## src/sysclk_pkg.sv

```systemverilog
package sysclk_pkg;
	// ****************************************
	// Register map and fields
	// ****************************************
	localparam logic [3:0] CLK_CTRL_OFF = 4'h0;
	localparam logic [3:0] OSC_CTRL_OFF = 4'h1;
	localparam logic [3:0] IRQ_STAT_OFF = 4'h2;
	localparam logic [3:0] IRQ_MASK_OFF = 4'h3;
	localparam int SEL_LSB = 5;
	localparam int FAST_KEEP_BIT = 1;
	localparam int SLOW_KEEP_BIT = 0;
	localparam int STABLE_BIT = 1;
	localparam int FEN_BIT = 0;
	localparam logic [2:0] SEL_RST = 3'h0;
	localparam logic KEEP_RST = 1'b0;
	localparam logic FEN_RST = 1'b1;
	localparam logic [2:0] SEL_SUB = 3'h7;
	localparam int EV_STABLE = 0;
	localparam int EV_SWITCH = 1;
	localparam int EV_W = 2;
	// ****************************************
	// Timing counts
	// ****************************************
	localparam int CLK_PERIOD_NS = 50;
	localparam logic [2:0] DRAIN_EDGES = 3'h4;
	localparam logic [7:0] FAST_STABLE_EDGES = 8'h10;
	// ****************************************
	// Types
	// ****************************************
	typedef struct packed {
		logic [3:0] addr;
		logic [7:0] wdata;
		logic wr;
		logic rd;
	} bus_req_t;
	typedef enum logic [2:0] {MODE_RUN, MODE_SLEEP, MODE_IDLE_SLOW, MODE_IDLE_BOTH, MODE_IDLE_FAST} mode_t;
	typedef enum logic [1:0] {SW_IDLE, SW_DRAIN, SW_WAIT} sw_t;
	typedef struct packed {
		mode_t mode;
		sw_t sw;
		logic [2:0] sel;
		logic fast_keep;
		logic slow_keep;
		logic fen;
		logic stable;
		logic [7:0] stab_cnt;
		logic [2:0] act_sel;
		logic [2:0] tgt_sel;
		logic [2:0] drain_cnt;
		logic [5:0] div_cnt;
		logic fast_lvl;
		logic slow_lvl;
		logic [EV_W-1:0] stat;
		logic [EV_W-1:0] mask;
		logic [7:0] rdata;
		logic sys_clk;
		logic [6:0] fast_div;
		logic fast_on;
		logic slow_on;
		logic sub_on;
		logic cpu_run;
		logic busy;
		logic irq;
	} st_t;
endpackage

```

## src/sysclk_ctrl.sv

```systemverilog
// Behaviour
// - Select code 0..6 gives fast clock divided by 2^code; code 7 gives sub clock
// - Fast clock comes only from the internal fast RC oscillator input
// - Sub clock comes from the internal slow RC oscillator input
// - Halt with both keep bits zero enters sleep; CPU, fast oscillator and sub clock stop
// - In sleep the slow oscillator runs only while the watchdog is enabled
// - Halt with fast keep 0, slow keep 1 stops CPU and fast oscillator
// - Halt with both keep bits one stops only the CPU
// - Halt with fast keep 1, slow keep 0 stops CPU and sub clock
// - In run mode with sub clock selected, fast oscillator follows its enable bit
// - Setting fast enable clears stable flag until the oscillator settles again
// - Clock switch completes in four current periods plus source alignment
// - Unused register bits read zero and ignore writes
// - Switching to the sub clock waits for slow oscillator stability
module sysclk_ctrl (
	input wire logic I_CLK,
	input wire logic I_RST_B,
	input wire sysclk_pkg::bus_req_t I_REQ,
	input wire logic I_FAST_OSC,
	input wire logic I_SLOW_OSC,
	input wire logic I_SLOW_OSC_READY,
	input wire logic I_HALT,
	input wire logic I_WAKE,
	input wire logic I_WATCHDOG_EN,
	output logic [7:0] O_RDATA,
	output logic O_SYS_CLK,
	output logic [6:0] O_FAST_DIV,
	output logic O_FAST_OSC_ON,
	output logic O_SLOW_OSC_ON,
	output logic O_SUB_CLK_ON,
	output logic O_CPU_RUN,
	output logic O_SWITCH_BUSY,
	output logic O_IRQ
);
	sysclk_pkg::st_t st_q;
	sysclk_pkg::st_t st_d;
	logic fast_rise;
	logic stab_done;
	logic tgt_lvl;
	localparam int EV_W_L = sysclk_pkg::EV_W;
	logic tgt_ok;
	logic [EV_W_L-1:0] ev;

	// ****************************************
	// Source level pick
	// ****************************************
	// Code 0 is the raw fast level, code k taps the divider, code 7 the slow level
	function automatic logic src_lvl(input logic [2:0] sel, input logic f, input logic [5:0] c, input logic s);
		logic r;
		r = f;
		if (sel == sysclk_pkg::SEL_SUB) begin
			r = s;
		end else if (sel != 3'h0) begin
			r = c[sel - 3'h1];
		end
		return r;
	endfunction

	// ****************************************
	// Next state
	// ****************************************
	always_comb begin
		st_d = st_q;
		ev = '0;
		st_d.rdata = 8'h00;
		// Sample oscillators; they are the only clock sources of the block
		st_d.fast_lvl = I_FAST_OSC & st_q.fast_on;
		st_d.slow_lvl = I_SLOW_OSC & st_q.slow_on;
		fast_rise = st_d.fast_lvl & ~st_q.fast_lvl;
		if (fast_rise) begin
			st_d.div_cnt = st_q.div_cnt + 6'h01;
		end
		// Register writes; unused bit positions are simply not stored
		if (I_REQ.wr) begin
			if (I_REQ.addr == sysclk_pkg::CLK_CTRL_OFF) begin
				st_d.sel = I_REQ.wdata[sysclk_pkg::SEL_LSB +: 3];
				st_d.fast_keep = I_REQ.wdata[sysclk_pkg::FAST_KEEP_BIT];
				st_d.slow_keep = I_REQ.wdata[sysclk_pkg::SLOW_KEEP_BIT];
			end else if (I_REQ.addr == sysclk_pkg::OSC_CTRL_OFF) begin
				st_d.fen = I_REQ.wdata[sysclk_pkg::FEN_BIT];
			end else if (I_REQ.addr == sysclk_pkg::IRQ_MASK_OFF) begin
				st_d.mask = I_REQ.wdata[EV_W_L-1:0];
			end
		end
		// Stability tracking; a fresh enable restarts the settle count
		stab_done = 1'b0;
		if (!st_q.fast_on || (st_d.fen && !st_q.fen)) begin
			st_d.stable = 1'b0;
			st_d.stab_cnt = 8'h00;
		end else if (!st_q.stable && fast_rise) begin
			if (st_q.stab_cnt == sysclk_pkg::FAST_STABLE_EDGES - 8'h01) begin
				st_d.stable = 1'b1;
				stab_done = 1'b1;
			end else begin
				st_d.stab_cnt = st_q.stab_cnt + 8'h01;
			end
		end
		ev[sysclk_pkg::EV_STABLE] = stab_done;
		// Switch sequencer: drain current source, park low, catch target low
		tgt_lvl = src_lvl(st_q.tgt_sel, st_q.fast_lvl, st_q.div_cnt, st_q.slow_lvl);
		tgt_ok = (st_q.tgt_sel == sysclk_pkg::SEL_SUB) ? I_SLOW_OSC_READY : st_q.stable;
		case (st_q.sw)
			sysclk_pkg::SW_IDLE: begin
				if (st_q.sel != st_q.act_sel && st_q.mode == sysclk_pkg::MODE_RUN) begin
					st_d.sw = sysclk_pkg::SW_DRAIN;
					st_d.tgt_sel = st_q.sel;
					st_d.drain_cnt = 3'h0;
				end
			end
			sysclk_pkg::SW_DRAIN: begin
				// Counting falling edges of the output keeps the last pulse whole
				if (st_q.sys_clk && !src_lvl(st_q.act_sel, st_q.fast_lvl, st_q.div_cnt, st_q.slow_lvl)) begin
					st_d.drain_cnt = st_q.drain_cnt + 3'h1;
					if (st_q.drain_cnt == sysclk_pkg::DRAIN_EDGES - 3'h1) begin
						st_d.sw = sysclk_pkg::SW_WAIT;
					end
				end
			end
			sysclk_pkg::SW_WAIT: begin
				// Join the target only while it is low, so its next high is full
				if (!tgt_lvl && tgt_ok) begin
					st_d.sw = sysclk_pkg::SW_IDLE;
					st_d.act_sel = st_q.tgt_sel;
					ev[sysclk_pkg::EV_SWITCH] = 1'b1;
				end
			end
			default: begin
				st_d.sw = sysclk_pkg::SW_IDLE;
			end
		endcase
		// Operating mode from halt and wake
		case (st_q.mode)
			sysclk_pkg::MODE_RUN: begin
				if (I_HALT) begin
					case ({st_q.fast_keep, st_q.slow_keep})
						2'b00: st_d.mode = sysclk_pkg::MODE_SLEEP;
						2'b01: st_d.mode = sysclk_pkg::MODE_IDLE_SLOW;
						2'b11: st_d.mode = sysclk_pkg::MODE_IDLE_BOTH;
						default: st_d.mode = sysclk_pkg::MODE_IDLE_FAST;
					endcase
				end
			end
			sysclk_pkg::MODE_SLEEP, sysclk_pkg::MODE_IDLE_SLOW, sysclk_pkg::MODE_IDLE_BOTH,
				sysclk_pkg::MODE_IDLE_FAST: begin
				if (I_WAKE) begin
					st_d.mode = sysclk_pkg::MODE_RUN;
				end
			end
			default: begin
				st_d.mode = sysclk_pkg::MODE_RUN;
			end
		endcase
		// Oscillator and gate outputs follow the next mode
		case (st_d.mode)
			sysclk_pkg::MODE_RUN: begin
				// Fast source in use must run; sub selected leaves it to the enable
				st_d.fast_on = st_d.fen || st_d.act_sel != sysclk_pkg::SEL_SUB
					|| (st_d.sw != sysclk_pkg::SW_IDLE && st_d.tgt_sel != sysclk_pkg::SEL_SUB);
				st_d.slow_on = 1'b1;
				st_d.sub_on = 1'b1;
			end
			sysclk_pkg::MODE_SLEEP: begin
				st_d.fast_on = 1'b0;
				st_d.slow_on = I_WATCHDOG_EN;
				st_d.sub_on = 1'b0;
			end
			sysclk_pkg::MODE_IDLE_SLOW: begin
				st_d.fast_on = 1'b0;
				st_d.slow_on = 1'b1;
				st_d.sub_on = 1'b1;
			end
			sysclk_pkg::MODE_IDLE_BOTH: begin
				st_d.fast_on = 1'b1;
				st_d.slow_on = 1'b1;
				st_d.sub_on = 1'b1;
			end
			default: begin
				st_d.fast_on = 1'b1;
				st_d.slow_on = 1'b1;
				st_d.sub_on = 1'b0;
			end
		endcase
		st_d.cpu_run = st_d.mode == sysclk_pkg::MODE_RUN;
		// System clock is parked low while waiting and while the CPU is off
		st_d.sys_clk = st_d.cpu_run && st_q.sw != sysclk_pkg::SW_WAIT && st_d.sw != sysclk_pkg::SW_WAIT
			&& src_lvl(st_d.act_sel, st_q.fast_lvl, st_q.div_cnt, st_q.slow_lvl);
		st_d.fast_div = {st_q.div_cnt, st_q.fast_lvl};
		st_d.busy = st_d.sw != sysclk_pkg::SW_IDLE || st_d.sel != st_d.act_sel;
		// Reads; a read of status clears it, but a new event in that cycle stays
		if (I_REQ.rd) begin
			case (I_REQ.addr)
				sysclk_pkg::CLK_CTRL_OFF: begin
					st_d.rdata = {st_q.sel, 3'h0, st_q.fast_keep, st_q.slow_keep};
				end
				sysclk_pkg::OSC_CTRL_OFF: begin
					st_d.rdata = {6'h00, st_q.stable, st_q.fen};
				end
				sysclk_pkg::IRQ_STAT_OFF: begin
					st_d.rdata = {6'h00, st_q.stat};
					st_d.stat = '0;
				end
				sysclk_pkg::IRQ_MASK_OFF: begin
					st_d.rdata = {6'h00, st_q.mask};
				end
				default: begin
					st_d.rdata = 8'h00;
				end
			endcase
		end
		st_d.stat = st_d.stat | ev;
		st_d.irq = |(st_d.stat & st_d.mask);
	end

	// ****************************************
	// State register
	// ****************************************
	always_ff @(posedge I_CLK or negedge I_RST_B) begin
		if (!I_RST_B) begin
			st_q <= '0;
			st_q.mode <= sysclk_pkg::MODE_RUN;
			st_q.sw <= sysclk_pkg::SW_IDLE;
			st_q.sel <= sysclk_pkg::SEL_RST;
			st_q.act_sel <= sysclk_pkg::SEL_RST;
			st_q.tgt_sel <= sysclk_pkg::SEL_RST;
			st_q.fast_keep <= sysclk_pkg::KEEP_RST;
			st_q.slow_keep <= sysclk_pkg::KEEP_RST;
			st_q.fen <= sysclk_pkg::FEN_RST;
			st_q.fast_on <= 1'b1;
			st_q.slow_on <= 1'b1;
			st_q.sub_on <= 1'b1;
			st_q.cpu_run <= 1'b1;
		end else begin
			st_q <= st_d;
		end
	end

	// Outputs straight from the state register
	assign O_RDATA = st_q.rdata;
	assign O_SYS_CLK = st_q.sys_clk;
	assign O_FAST_DIV = st_q.fast_div;
	assign O_FAST_OSC_ON = st_q.fast_on;
	assign O_SLOW_OSC_ON = st_q.slow_on;
	assign O_SUB_CLK_ON = st_q.sub_on;
	assign O_CPU_RUN = st_q.cpu_run;
	assign O_SWITCH_BUSY = st_q.busy;
	assign O_IRQ = st_q.irq;
endmodule

```

## config.mk

```make
export PLATFORM = sky130hd
export DESIGN_NAME = sysclk_ctrl
export DESIGN_NICKNAME = d
export VERILOG_FILES = /design/src/sysclk_pkg.sv /design/src/sysclk_ctrl.sv
export SDC_FILE = /design/constraint.sdc
export NUM_CORES = 1
export LEC_CHECK = 0
export ABC_CLOCK_PERIOD_IN_PS = 5100
export BUFFER_PORTS_ARGS = -buffer_cell sky130_fd_sc_hd__clkbuf_2
export CAP_MARGIN = 20
export CORE_ASPECT_RATIO = 1.1
export CORE_UTILIZATION = 45
export DETAILED_ROUTE_END_ITERATION = 16
export HOLD_SLACK_MARGIN = 0.05
export PLACE_DENSITY = 0.66
export SETUP_SLACK_MARGIN = 0.02
export SLEW_MARGIN = 5
export SYNTH_ARGS = -nofsm -noshare
export SYNTH_HDL_FRONTEND = slang
export SYNTH_SLANG_ARGS = --single-unit
```

## constraint.sdc

```tcl
create_clock -name I_CLK -period 5.1 [get_ports I_CLK]
set_input_delay 0.255 -clock I_CLK [delete_from_list [all_inputs] [get_ports I_CLK]]
set_output_delay 0.255 -clock I_CLK [all_outputs]
set_load 0.03 [all_outputs]
```

# Word-level counts from Yosys, hierarchy flattened
# Index checks and enable logic that the tools add are counted.
# classes
n_addsub,6
order_cmp,3
n_eq_ne,28
mux,51
bitwise_logic,6
reduce_logical,36
# ops
operator,n
$pmux W8 S4,1
$mux W2,10
$mux W1,19
$mux W3,6
$mux W9,2
$mux W8,2
$eq A3 B2 Y1 const B,5
$eq A3 B3 Y1 const B,4
$lt A3 B4 Y1 const B,3
$mux W6,2
$pmux W3 S2,2
$pmux W3 S4,1
$ne A2 B2 Y1 const B,5
$bmux W1 S3,3
$logic_and A1 B1 Y1,9
$pmux W3 S3,1
$reduce_bool A3 Y1,3
$sub A3 B1 Y3 const B,3
$add A8 B1 Y8 const B,1
$eq A4 B2 Y1 const B,2
$eq A8 B4 Y1 const B,1
$reduce_bool A2 Y1,4
$add A6 B1 Y6 const B,1
$eq A3 B1 Y1 const B,2
21 further kinds,38
# totals
ff_bits,63
inputBits,22
out_inout_bits,22
elab_cells,155

# Logic depth before layout (Yosys ltp)
# Gate-level depths: netlist of run 1.
# depth
depth_word,15
mapped_depth,14
depth_no_buf,13

# Worst setup path before layout of run 1
# No wires, ideal clock.
# synth_path
path_type,register to register
startpoint,register st_q[37] (netlist name)
endpoint,register st_q (netlist bit O_SYS_CLK)
setup_ns,0.123
t_arrival_ns,2.820
t_required_ns,4.977
slack_ns,2.157
path_stages_with_launch,13
path_buffers,1
synth_period_minus_slack_ns,2.943
path_cell_list,dfrtp_1 inv_1 ha_1 mux4_2 o21ai_2 a31oi_2 or3_4 and2_4 buf_6 ha_1 mux4_2 a21boi_1 o221a_1
# synth_rtl
element,line,text
"start, declared",sysclk_ctrl.sv:35,sysclk_pkg::st_t st_q;
"start signal, assigned",sysclk_ctrl.sv:233,st_q <= st_d;

==> metrics.md, run 1 <==
| Metric | Value |
|---|---|
| Synth Area in Adders | 5.66% |
| Post-CTS Hold Fix Bufs | 0 |
| Share of post-route cells with drive strength above 1 | 25.7% |
| Commonest non-fill, non-tap cell in the layout | dfrtp_1 |
| CP endpoint kind | flop |
| Initial antenna violation count | 0 |
| Worst endpoint required time | 5.32 ns |
| Grt ovf | 0 |
| Detailed Route WL | around 5.8 mm |
| Die Ht | 89.0 um |
| Horiz. Die Dim | 81.0 um |
| Post-cts sizing count | 0 |
| Vias post-DR | 2113 |
| Sink Count | 60 |
| Xor/xnor cell area share of the yosys netlist | 5.10% |
| RR Endpoint | O_SYS_CLK |
| Most frequent cells in the layout | 55 x dfrtp_1, 37 x clkbuf_2, 20 x nand2_1, 19 x nor2_1, 15 x mux2_2 |
| Gpl congestion | 0.779 |
| Reg2reg start | st_q[37] |
| Synth top area cells | dfrtp_1 44%, ha_1 5.7%, mux2_2 5.5%, dfstp_2 4.2%, buf_4 3.6% |
| Seq cells post-synth | 60 |
| CTS root buf | clkbuf_8 |
| Minimum clock period | 3.28 ns |
| Gr usage total | between 10% and 20% |
| Syn avg cell area | 11.0 um^2 |
| Pleak | between 0.0015 and 0.002 uW |
| Reg2Reg Depth | 11 |
| MaxCap Viol Count | 0 |
| RSZ-0062 raised after global routing | false |
| Largest net degree at the start of global routing | 61 |
| Setup TNS | 0 ns |
| Max Transition Viols Final | 0 |
| Worst skew pair latency | 0.33 ns |
| CP Launch Type | flop |
| Vias per cell | around 5.3 |
| CTS tree | yes |
| DRT antenna net count | 0 |
| CP Class | reg2reg |
| # port buffers | 37 |
| Total power | approximately 1400 uW |
| Drt initial violations | 74 |
| Pwr dens | 407 mW/mm^2 |
| Post-synth cell types | 53 |
| IO Count | 44 |
| Worst-path clk slew | 0.07 ns |
| Flop-to-flop setup slack | 1.82 ns |
| Drt pass-1 iters | 5 |
| Final setup viols | 0 |
| Post-synth top area share | 44.5% |
| Number of buffers created by CTS | 9 |
| VDD IR-drop max | 0.279 mV |
| DRC | 0 |
| Number of synthesized flops with an enable pin | 0 |
| Synth Warn # | 0 |
| Post-synthesis sequential area ratio | 48.7% |
| H-tree depth | 3 |
| Wire length per cell | between 10 and 15 um |
| Setup Skew | roughly 0.0085 ns |
| Fmax | 0.305 GHz |
| Synth Area in Compound Gates | 9.02% |
| Worst Path Arrival | 3.50 ns |
| Actual slew at the worst max-slew pin | 0.735 ns |
| # diodes | 0 |
| Die footprint | around 0.0072 mm^2 |
| Hold WC Path Type | in2async |
| Final HPWL DP | 4.22 mm |
| Post-synthesis cell count | 280 |
| Final hold vios | 0 |
| CORE AREA | 0.00663 mm^2 |
| First-pass GRT wire length | 9.51 mm |
| Fin crit share | 64.4% |
| Ys flop type | dfrtp_1 |
| Simple-gate share of the synthesized area | 16.9% |
| Postcts setup bufs | 0 |
| Layout Nets | 350 |
| Synth async-reset ratio | 100% |
| Syn Std Cell Area | between 0.003 and 0.004 mm^2 |
| Proportion of synthesized area in mux cells | 8.62% |
| Row cnt | 31 |
| Vias in the first global route | 2018 |
| CP Max Fanout | 5 |
| Area growth syn-to-layout | 12.0% |
| Largest family of logic cells by synthesized area | simple AND/OR/NAND/NOR gates |
| CTS max path bufs | 2 |
| Starting Density | 46.6% |
| Slew Limit Headroom | between 50% and 60% |
| Status | completed |
| Biggest area consumer among synthesized cells | dfrtp_1 |
[worst max-delay path by stage]
stage / start / endpoint / slack [ns] / cells after the start
after CTS: st_q[37] / O_SYS_CLK / 1.79 / 11
after global routing: st_q[37] / O_SYS_CLK / 1.60 / 13
after global placement: st_q[37] / O_SYS_CLK / 1.84 / 11
after floorplan: st_q[37] / O_SYS_CLK / 2.16 / 12
final: st_q[37] / O_SYS_CLK / 1.82 / 11
after detailed placement: st_q[37] / O_SYS_CLK / 1.81 / 11
[synthesized netlist by cell type, drive strengths merged, types with 3 or more instances]
library cell and n:
mux2 15, nand2b 6, a21oi 13, buf 17, inv 13, nor2 19
xnor2 12, nor2b 4, o21ai 5, nand4b 5, mux2i 3, and3 6
dfrtp 55, dfstp 5, and2 4, mux4 3, nand3 13, ha 14
nor3 6, xor2 6, nand2 20
[flip-flops by register name, summed over array words and instances (netlist names)]
signal and count:
st_q 34, O_FAST_DIV 7, st_d 7, O_RDATA 5, O_CPU_RUN 1, O_FAST_OSC_ON 1
O_IRQ 1, O_SLOW_OSC_ON 1, O_SUB_CLK_ON 1, O_SWITCH_BUSY 1, O_SYS_CLK 1
[area by class of cell]
| type | instances | area, um^2 |
|---|---|---|
| Tap cell | 82 | 103 |
| Timing Repair Buffer | 39 | 200 |
| Inverter | 13 | 48.8 |
| Multi-Input combinational cell | 191 | 1410 |
| Fill cell | 615 | 3170 |
| Sequential cell | 60 | 1510 |
| Clock buffer | 11 | 141 |
| Clock inverter | 5 | 52.6 |
[power by group]
part           internal [uW]  switching [uW]  total [uW]
logic                    130             200         330
clock network            236             178         415
registers                575            89.6         664
total                    941             468        1410
[metal layers]
metal	vias to the layer above	global-route usage (%)	wire (um)
li1	1044	-	-
met1	1014	23.0	2630
met2	46	28.9	2800
met3	9	5.20	258
met4	0	7.79	98
met5	-	0	0
[metrics by stage]
step	instance area [um^2]	instances	setup WS, ns	hold WS (ns)	util [%]
floorplan	3100	282	2.16	-0.0406	-
global route	3460	401	1.60	0.121	52.2
global placement	3270	385	1.84	0.449	49.3
detailed placement	3270	385	1.81	0.455	49.3
finish	3460	401	1.82	0.0646	52.2
CTS	3460	401	1.79	0.0909	52.2
[logic make-up after synthesis]
group | Yosys count
AND/OR/NAND/NOR | 97
flip-flops | 60
AO/OA/AOI/OAI | 38
buffers and inverters | 31
multiplexers | 21
XOR/XNOR | 18
adder cells (fa/ha/maj) | 14
other | 1
[worst max-delay path, stage by stage, from the launching register on]
cell,delay (ns)
dfrtp_1,0.45
inv_1,0.11
ha_1,0.34
mux4_2,0.31
o21ai_2,0.08
a31oi_2,0.13
nor2_1,0.26
mux2i_1,0.46
ha_1,0.36
mux4_2,0.31
a21boi_1,0.14
o221a_1,0.21
(Power assumes the default switching activity.)
==> run 2: changes to the inputs <==
--- a/config.mk
+++ b/config.mk
@@ -5,14 +5,15 @@
 export SDC_FILE = /design/constraint.sdc
 export NUM_CORES = 1
 export LEC_CHECK = 0
-export ABC_CLOCK_PERIOD_IN_PS = 5100
+export ABC_AREA = 1
+export ABC_CLOCK_PERIOD_IN_PS = 2650
 export BUFFER_PORTS_ARGS = -buffer_cell sky130_fd_sc_hd__clkbuf_2
 export CAP_MARGIN = 20
 export CORE_ASPECT_RATIO = 1.1
 export CORE_UTILIZATION = 45
 export DETAILED_ROUTE_END_ITERATION = 16
 export HOLD_SLACK_MARGIN = 0.05
-export PLACE_DENSITY = 0.66
+export PLACE_DENSITY = 0.68
 export SETUP_SLACK_MARGIN = 0.02
 export SLEW_MARGIN = 5
 export SYNTH_ARGS = -nofsm -noshare
==> constraint.sdc (replaced) <==
create_clock -name I_CLK -period 2.65 [get_ports I_CLK]
set_input_delay 0.1325 -clock I_CLK [delete_from_list [all_inputs] [get_ports I_CLK]]
set_output_delay 0.1325 -clock I_CLK [all_outputs]
set_load 0.03 [all_outputs]
==> run 2 against run 1 <==
Against the previous run: die area rose by 5.6%; largest cell class unchanged; cell area up 9.5%; via count is 20% higher; synthesized cell count rose by 33%; total power rose by 110%; combinational power increased to 2.6 times the previous value; sequential power grew 91%; wire length is 12% higher; register-to-register slack lost 1.7 ns; critical path type unchanged.
==> metrics.md, run 2 <==
| Metric | Value |
|---|---|
| Final HPWL DP | 4.83 mm (+14%) |
| Max reg flops | 34 (unchanged) |
| Post-synth cell types | 39 (-26%) |
| Syn avg cell area | 8.77 um^2 (-21%) |
| Drt pass-1 iters | 4 (-1) |
| Setup TNS | 0 ns (unchanged) |
| Status | completed |
| Pleak | 0.00189 uW (+16%) |
| CTS root buf | clkbuf_8 |
| Most frequent cells in the layout | 65 x nand2_1, 55 x inv_1, 54 x dfrtp_1, 37 x clkbuf_2, 27 x nand3_1 |
| Post-synth top area share | 42.1% (-2.4 points) |
| Hold WC Path Type | in2reg |
| DRT antenna net count | 0 (unchanged) |
| Seq cells post-synth | 60 (unchanged) |
| MaxCap Viol Count | 0 (unchanged) |
| Layout Nets | 454 (+30%) |
| CORE AREA | 0.00701 mm^2 (+5.6%) |
| Synth top area cells | dfrtp_1 42%, nand2_1 7.5%, inv_1 6.5%, ha_1 5.4%, nand3_1 4.1% |
| Gpl congestion | 0.808 (+3.7%) |
| CP Launch Type | flop |
| Biggest area consumer among synthesized cells | dfrtp_1 |
| Slowest stage delay, CP | 0.43 ns (-0.03 ns) |
| Non-filler instance count after layout | 508 (+27%) |
| Actual slew at the worst max-slew pin | 0.528 ns (-0.207 ns) |
| CP Max Fanout | 7 (+2) |
| Final hold vios | 0 (unchanged) |
| Reg2reg start | st_q[37] |
| Critical path, cell by cell | inv_2 > ha_1 > inv_1 > nand2_1 > nand2_1 > inv_1 > nand3_1 > nand2_1 > nand2_2 > nand2_4 > nand2_8 > nand2_1 > o21a_4 > inv_2 > ha_4 > inv_1 > nand3_1 > nand3_1 > nand3_2 > a21oi_2 |
| Grt ovf | 0 (unchanged) |
| Starting Density | 46.7% (about the same) |
| IO Count | 44 (unchanged) |
| Largest net degree at the start of global routing | 41 (-33%) |
| Horiz. Die Dim | 83.3 um (+2.7%) |
| First-pass GRT wire length | 10.8 mm (+13%) |
| Largest Register | st_q |
| Crit path top cell by count | nand2_1 |
| Worst Path Arrival | 2.77 ns (-0.73 ns) |
| Max Transition Viols Final | 0 (unchanged) |
| Fin util | 54.1% (+1.9 points) |
| Post-Place Cell Area | 0.00348 mm^2 (+6.4%) |
| Worst hold start | I_FAST_OSC |
| Slew Limit Headroom | 64.4% (+14 points) |
| Worst endpoint required time | 2.93 ns (-2.39 ns) |
| Minimum clock period | 2.50 ns (-0.786 ns) |
| Fin crit share | 94.2% (+30 points) |
| Synth async-reset ratio | 100% (unchanged) |
| Most frequent cell after synthesis | nand2_1 |
| Detailed Route WL | 6.47 mm (+12%) |
| Final instance area | 0.00379 mm^2 (+9.5%) |
| CTS max path bufs | 2 (unchanged) |
| Worst-path clk slew | 0.07 ns (about the same) |
| VDD IR-drop max | 0.533 mV (+91%) |
| # diodes | 0 (unchanged) |
| H-tree depth | 3 (unchanged) |
| Ys flop type | dfrtp_1 |
| Final setup viols | 0 (unchanged) |
| Die Ht | 91.4 um (+2.7%) |
| Hold_ws | 0.0647 ns (+0.0000841 ns) |
| # port buffers | 37 (unchanged) |
| Number of synthesized flops with an enable pin | 0 (unchanged) |
| Max stage delay cell, worst path | dfrtp_1 |
| Fmax | 0.400 GHz (+31%) |
| DRC | 0 (unchanged) |
| Drt initial violations | 123 (+66%) |
| CP endpoint kind | flop |
| Setup Skew | 0.0101 ns (+0.00158 ns) |
| Die footprint | 0.00761 mm^2 (+5.6%) |
| Share of post-route cells with drive strength above 1 | 25.5% (-0.17 points) |
| CP Class | reg2reg |
| Post-synthesis cell count | 373 (+33%) |
| Vias per cell | 4.98 (-5.5%) |
| Wire length per cell | 12.7 um (-12%) |
| Worst skew pair latency | 0.34 ns (about the same) |
| Vias in the first global route | 2411 (+19%) |
| Initial antenna violation count | 0 (unchanged) |
| Synth Warn # | 0 (unchanged) |
| Area growth syn-to-layout | 16.0% |
| Worst setup path start | st_q[37] |
| Pwr dens | 798 mW/mm^2 (+96%) |
| Vias post-DR | 2530 (+20%) |
| CTS tree | yes |
| Gr usage total | 18.1% (about the same) |
| Synth cell count leaders | 65 x nand2_1, 57 x inv_1, 55 x dfrtp_1, 27 x nand3_1, 23 x o21ai_0 |
| Syn Std Cell Area | 0.00327 mm^2 (+5.7%) |
| Commonest non-fill, non-tap cell in the layout | nand2_1 |
| Row cnt | 32 (+3.2%) |
| Sink Count | 60 (unchanged) |
| Placed cell count | 485 (+26%) |
| Number of buffers created by CTS | 9 (unchanged) |
| Post-synthesis sequential area ratio | 46.1% (-2.6 points) |
## run 2: cell count changes after synthesis, sizes merged, moves of 6 or more
cell    previous run  this run
inv               13        61
mux2              15         0
nand2             20        81
nand2b             6         0
nand3             13        31
nor2              19        25
nor3               6        14
o21ai              5        26
xnor2             12         1
## run 2: logic make-up (layout without fill, tap and decap cells)
family,Yosys count,after routing,synth area share (%)
simple gates,159,159,24.6
buf+inv,77,125,10.6
flops,60,60,46.1
compound gates,51,51,10.3
fa+ha+maj,14,14,5.36
xor+xnor,11,11,2.95
other cells,1,3,0.115
## run 2: per-layer routing
metal	up-vias	track usage, %	part of all wire (%)
met1	1198	21.8	45
met2	40	30.9	51
met4	0	7.47	1.7
li1	1280	-	-
met3	12	4.64	2.8
met5	-	0	0
## run 2: through the flow
| stage | total power, uW | setup slack (ns) |
|---|---|---|
| floorplan | 1930 | 0.326 |
| global placement | 2120 | 0.225 |
| detailed placement | 2140 | 0.144 |
| CTS | 3050 | 0.126 |
| global route | 3220 | -0.0453 |
| finish | 3030 | 0.152 |
## run 2: timing repair
action                                  4_1_cts  5_1_grt
gates resized for setup                       0        7
endpoints found under the setup margin        0        1
buffers inserted                              0        3
hold endpoints to repair                     22        0
hold buffers                                  4        0
## run 2: final timing paths
kind	endpoint	slack (ns)	cells past startpoint
max reg2reg	O_SYS_CLK	0.15	20
min	st_d[6]	0.06	3
max in group asynchronous	O_FAST_OSC_ON	1.44	3
min in group asynchronous	st_q[58]	0.29	2
max	O_SYS_CLK	0.15	20
min reg2reg	O_FAST_DIV[4]	0.43	0
## run 2: power breakdown
group	leakage, uW	internal [uW]	switching (uW)
Clock	0.000107	554	346
Sequential	0.000747	1130	146
Combinational	0.00104	274	579
Total	0.00189	1960	1070
## run 2: area by class of cell
class	count	area, um^2
Clock inverter	4	72.6
Sequential cell	60	1510
Tap cell	85	106
Clock buffer	12	145
Fill cell	630	3210
Inverter	61	229
Timing Repair Buffer	48	278
Multi-Input combinational cell	238	1450
## run 2: critical path: cells and delay by family, from the launching register on
family	cells	cell delay (ns)
AND/OR/NAND/NOR	11	0.95
buffers and inverters	5	0.36
AO/OA/AOI/OAI	2	0.26
flip-flops	1	0.43
adder cells (fa/ha/maj)	2	0.44
==> run 3: changes to the inputs <==
--- a/config.mk
+++ b/config.mk
@@ -10,12 +10,12 @@
 export BUFFER_PORTS_ARGS = -buffer_cell sky130_fd_sc_hd__clkbuf_2
 export CAP_MARGIN = 20
 export CORE_ASPECT_RATIO = 1.1
-export CORE_UTILIZATION = 45
+export CORE_UTILIZATION = 52
 export DETAILED_ROUTE_END_ITERATION = 16
 export HOLD_SLACK_MARGIN = 0.05
-export PLACE_DENSITY = 0.68
+export PLACE_DENSITY = 0.77
 export SETUP_SLACK_MARGIN = 0.02
-export SLEW_MARGIN = 5
+export SLEW_MARGIN = 20
 export SYNTH_ARGS = -nofsm -noshare
 export SYNTH_HDL_FRONTEND = slang
 export SYNTH_SLANG_ARGS = --single-unit
==> run 3 against run 2 <==
Against the previous run: fmax increased by 2.5%; total power rose by 2.1%; combinational power grew 0.8%; critical path depth down 1; setup slack improved by 0.060 ns; sequential share of layout area is 0.072 points lower; largest power group unchanged; highest routed layer unchanged.
==> metrics.md, run 3 (synthesis gave the netlist of run 2 again) <==
| Metric | Value |
|---|---|
| Sink Count | 60 (unchanged) |
| Layout Nets | 456 (+0.44%) |
| CTS max path bufs | 2 (unchanged) |
| Worst endpoint required time | 2.93 ns (about the same) |
| Wire length per cell | 12.8 um (+0.44%) |
| Die footprint | 0.00661 mm^2 (-13%) |
| Commonest non-fill, non-tap cell in the layout | nand2_1 |
| Hold WC Path Type | in2reg |
| Actual slew at the worst max-slew pin | 0.560 ns (+0.0321 ns) |
| IO Count | 44 (unchanged) |
| H-tree depth | 3 (unchanged) |
| Sw power | 1080 uW (+1.1%) |
| Most frequent cells in the layout | 65 x nand2_1, 57 x inv_1, 53 x dfrtp_1, 37 x clkbuf_2, 27 x nand3_1 |
| DRT antenna net count | 0 (unchanged) |
| Detailed Route WL | 6.42 mm (-0.74%) |
| Starting Density | 55.3% (+8.6 points) |
| Initial antenna violation count | 0 (unchanged) |
| Drt initial violations | 157 (+28%) |
| First-pass GRT wire length | 11.1 mm (+3.4%) |
| Minimum clock period | 2.44 ns (-0.0600 ns) |
| Hold_ws | 0.0625 ns (-0.00220 ns) |
| Worst Path Arrival | 2.72 ns (-0.05 ns) |
| Slew Limit Headroom | 62.2% (-2.2 points) |
| Gpl congestion | 0.799 (-1.2%) |
| # diodes | 0 (unchanged) |
| Max Used Layer | met4 |
| VDD IR-drop max | 0.594 mV (+12%) |
| Row cnt | 29 (-9.4%) |
| DRC | 0 (unchanged) |
| # port buffers | 37 (unchanged) |
| Pleak | 0.00192 uW (+1.6%) |
| Filler cells | 488 (-23%) |
| Area growth syn-to-layout | 16.3% |
| Status | completed |
| CP endpoint kind | flop |
| Drt pass-1 iters | 4 (unchanged) |
| RSZ-0062 raised after global routing | false |
| Final hold vios | 0 (unchanged) |
| Pwr dens | 812 mW/mm^2 (+1.8%) |
| Internal Power | 2010 uW (+2.6%) |
| Final setup margin | 0.212 ns (+0.0600 ns) |
| Largest Register | st_q |
| Worst-path clk slew | 0.07 ns (about the same) |
| Vias per cell | 5.09 (+2.2%) |
| Logic pwr share | 27.8% (-0.4 points) |
| Worst skew pair latency | 0.34 ns (about the same) |
| Sw Share | 35.1% (-0.33 points) |
| Final HPWL DP | 4.83 mm (about the same) |
| CP Launch Type | flop |
| Vias post-DR | 2554 (+0.95%) |
| CORE AREA | 0.00591 mm^2 (-16%) |
| Die Ht | 85.2 um (-6.8%) |
| MaxCap Viol Count | 0 (unchanged) |
| Number of buffers created by CTS | 9 (unchanged) |
| Placed cell count | 477 (-1.6%) |
| Reg power frac | 41.1% (-1.0 points) |
| Share of post-route cells with drive strength above 1 | 25.2% (-0.36 points) |
| Fin crit share | 92.0% (-2.3 points) |
| Vias in the first global route | 2489 (+3.2%) |
| Final setup viols | 0 (unchanged) |
| Total power | 3090 uW (+2.1%) |
| Power share of the clock group | 31.1% (+1.3 points) |
| DP Worst Slack | 0.0719 ns (-0.0723 ns) |
| CP Max Fanout | 7 (unchanged) |
| WL met3 | 240 um (+30%) |
| Max Transition Viols Final | 0 (unchanged) |
| Max reg flops | 34 (unchanged) |
| Largest net degree at the start of global routing | 28 (-32%) |
| WL met1 | 2.83 mm (-2.1%) |
| CTS root buf | clkbuf_8 |
| CTS tree | yes |
| DR WL met2 | 3.20 mm (-2.1%) |
| Gr usage total | 22.0% (+3.9 points) |
| CP Class | reg2reg |
| Non-filler instance count after layout | 502 (-1.2%) |
| Grt ovf | 0 (unchanged) |
| Setup Skew | 0.00895 ns (-0.00111 ns) |
| Setup TNS | 0 ns (unchanged) |
| Horiz. Die Dim | 77.6 um (-6.8%) |
| Fmax | 0.410 GHz (+2.5%) |
run 3: cell count changes in the layout (fill, tap and decap cells not counted), moves of 2 or more:
cell      change
inv_2         -3
clkbuf_1      -2
clkbuf_8      +2
ha_1          +2
inv_1         +2
run 3: cell type report:
class                           instances  area (um^2)  area share [%]
Sequential cell                        60         1510            39.7
Multi-Input combinational cell        238         1440            37.7
Timing Repair Buffer                   50          295            7.76
Inverter                               61          231            6.09
Clock buffer                           12          165            4.34
Tap cell                               77         96.3            2.53
Clock inverter                          4         70.1            1.84
run 3: critical path, stage by stage, from the launching register on:
cell     delay (ns)
dfrtp_2        0.45
inv_4          0.05
ha_1           0.32
a21oi_1        0.12
nand2_1        0.06
nand3_1        0.07
nand2_1        0.07
nand2_2        0.09
nand2_4        0.08
nand2_8        0.10
nand2_1        0.06
o21a_4         0.13
inv_1          0.12
ha_1           0.21
inv_1          0.05
nand2_1        0.07
nand2_2        0.06
nand3_1        0.09
nand3_2        0.07
a21oi_2        0.11
run 3: through the flow:
| stage | cell area [um^2] | util, % |
|---|---|---|
| 6_report | 3800 | 64.3 |
| 5_1_grt | 3800 | 64.3 |
| 4_1_cts | 3760 | 63.5 |
| 3_5_place_dp | 3470 | 58.7 |
| 3_3_place_gp | 3470 | 58.7 |
| 2_1_floorplan | 3280 | - |
run 3: repair_timing:
action                                  4_1_cts  5_1_grt
hold endpoints to repair                     18        0
setup buffers                                 0        4
endpoints found under the setup margin        0        1
hold buffers                                  5        0
resized for setup                             0        4
run 3: worst paths after layout:
kind,slack [ns],from,endpoint,cells past startpoint
max,0.21,st_q[37],O_SYS_CLK,19
max reg2reg,0.21,st_q[37],O_SYS_CLK,19
min reg2reg,0.42,st_d[10],O_FAST_DIV[4],0
max in group asynchronous,1.64,I_RST_B,st_q[52],3
min,0.06,I_REQ[3],st_q[54],3
min in group asynchronous,0.26,I_RST_B,O_SWITCH_BUSY,2
run 3: layer usage:
layer,vias up,track usage [%]
li1,1284,-
met1,1201,27.0
met2,55,36.5
met3,14,4.30
met4,0,11.8
met5,-,0
run 3: power by group through the flow:
| stage | logic (uW) | clock network, uW | registers (uW) |
|---|---|---|---|
| global placement | 831 | 0 | 1280 |
| floorplan | 608 | 0 | 1320 |
| CTS | 862 | 975 | 1270 |
| finish | 860 | 959 | 1270 |
| global route | 959 | 1030 | 1300 |
| detailed placement | 851 | 0 | 1290 |
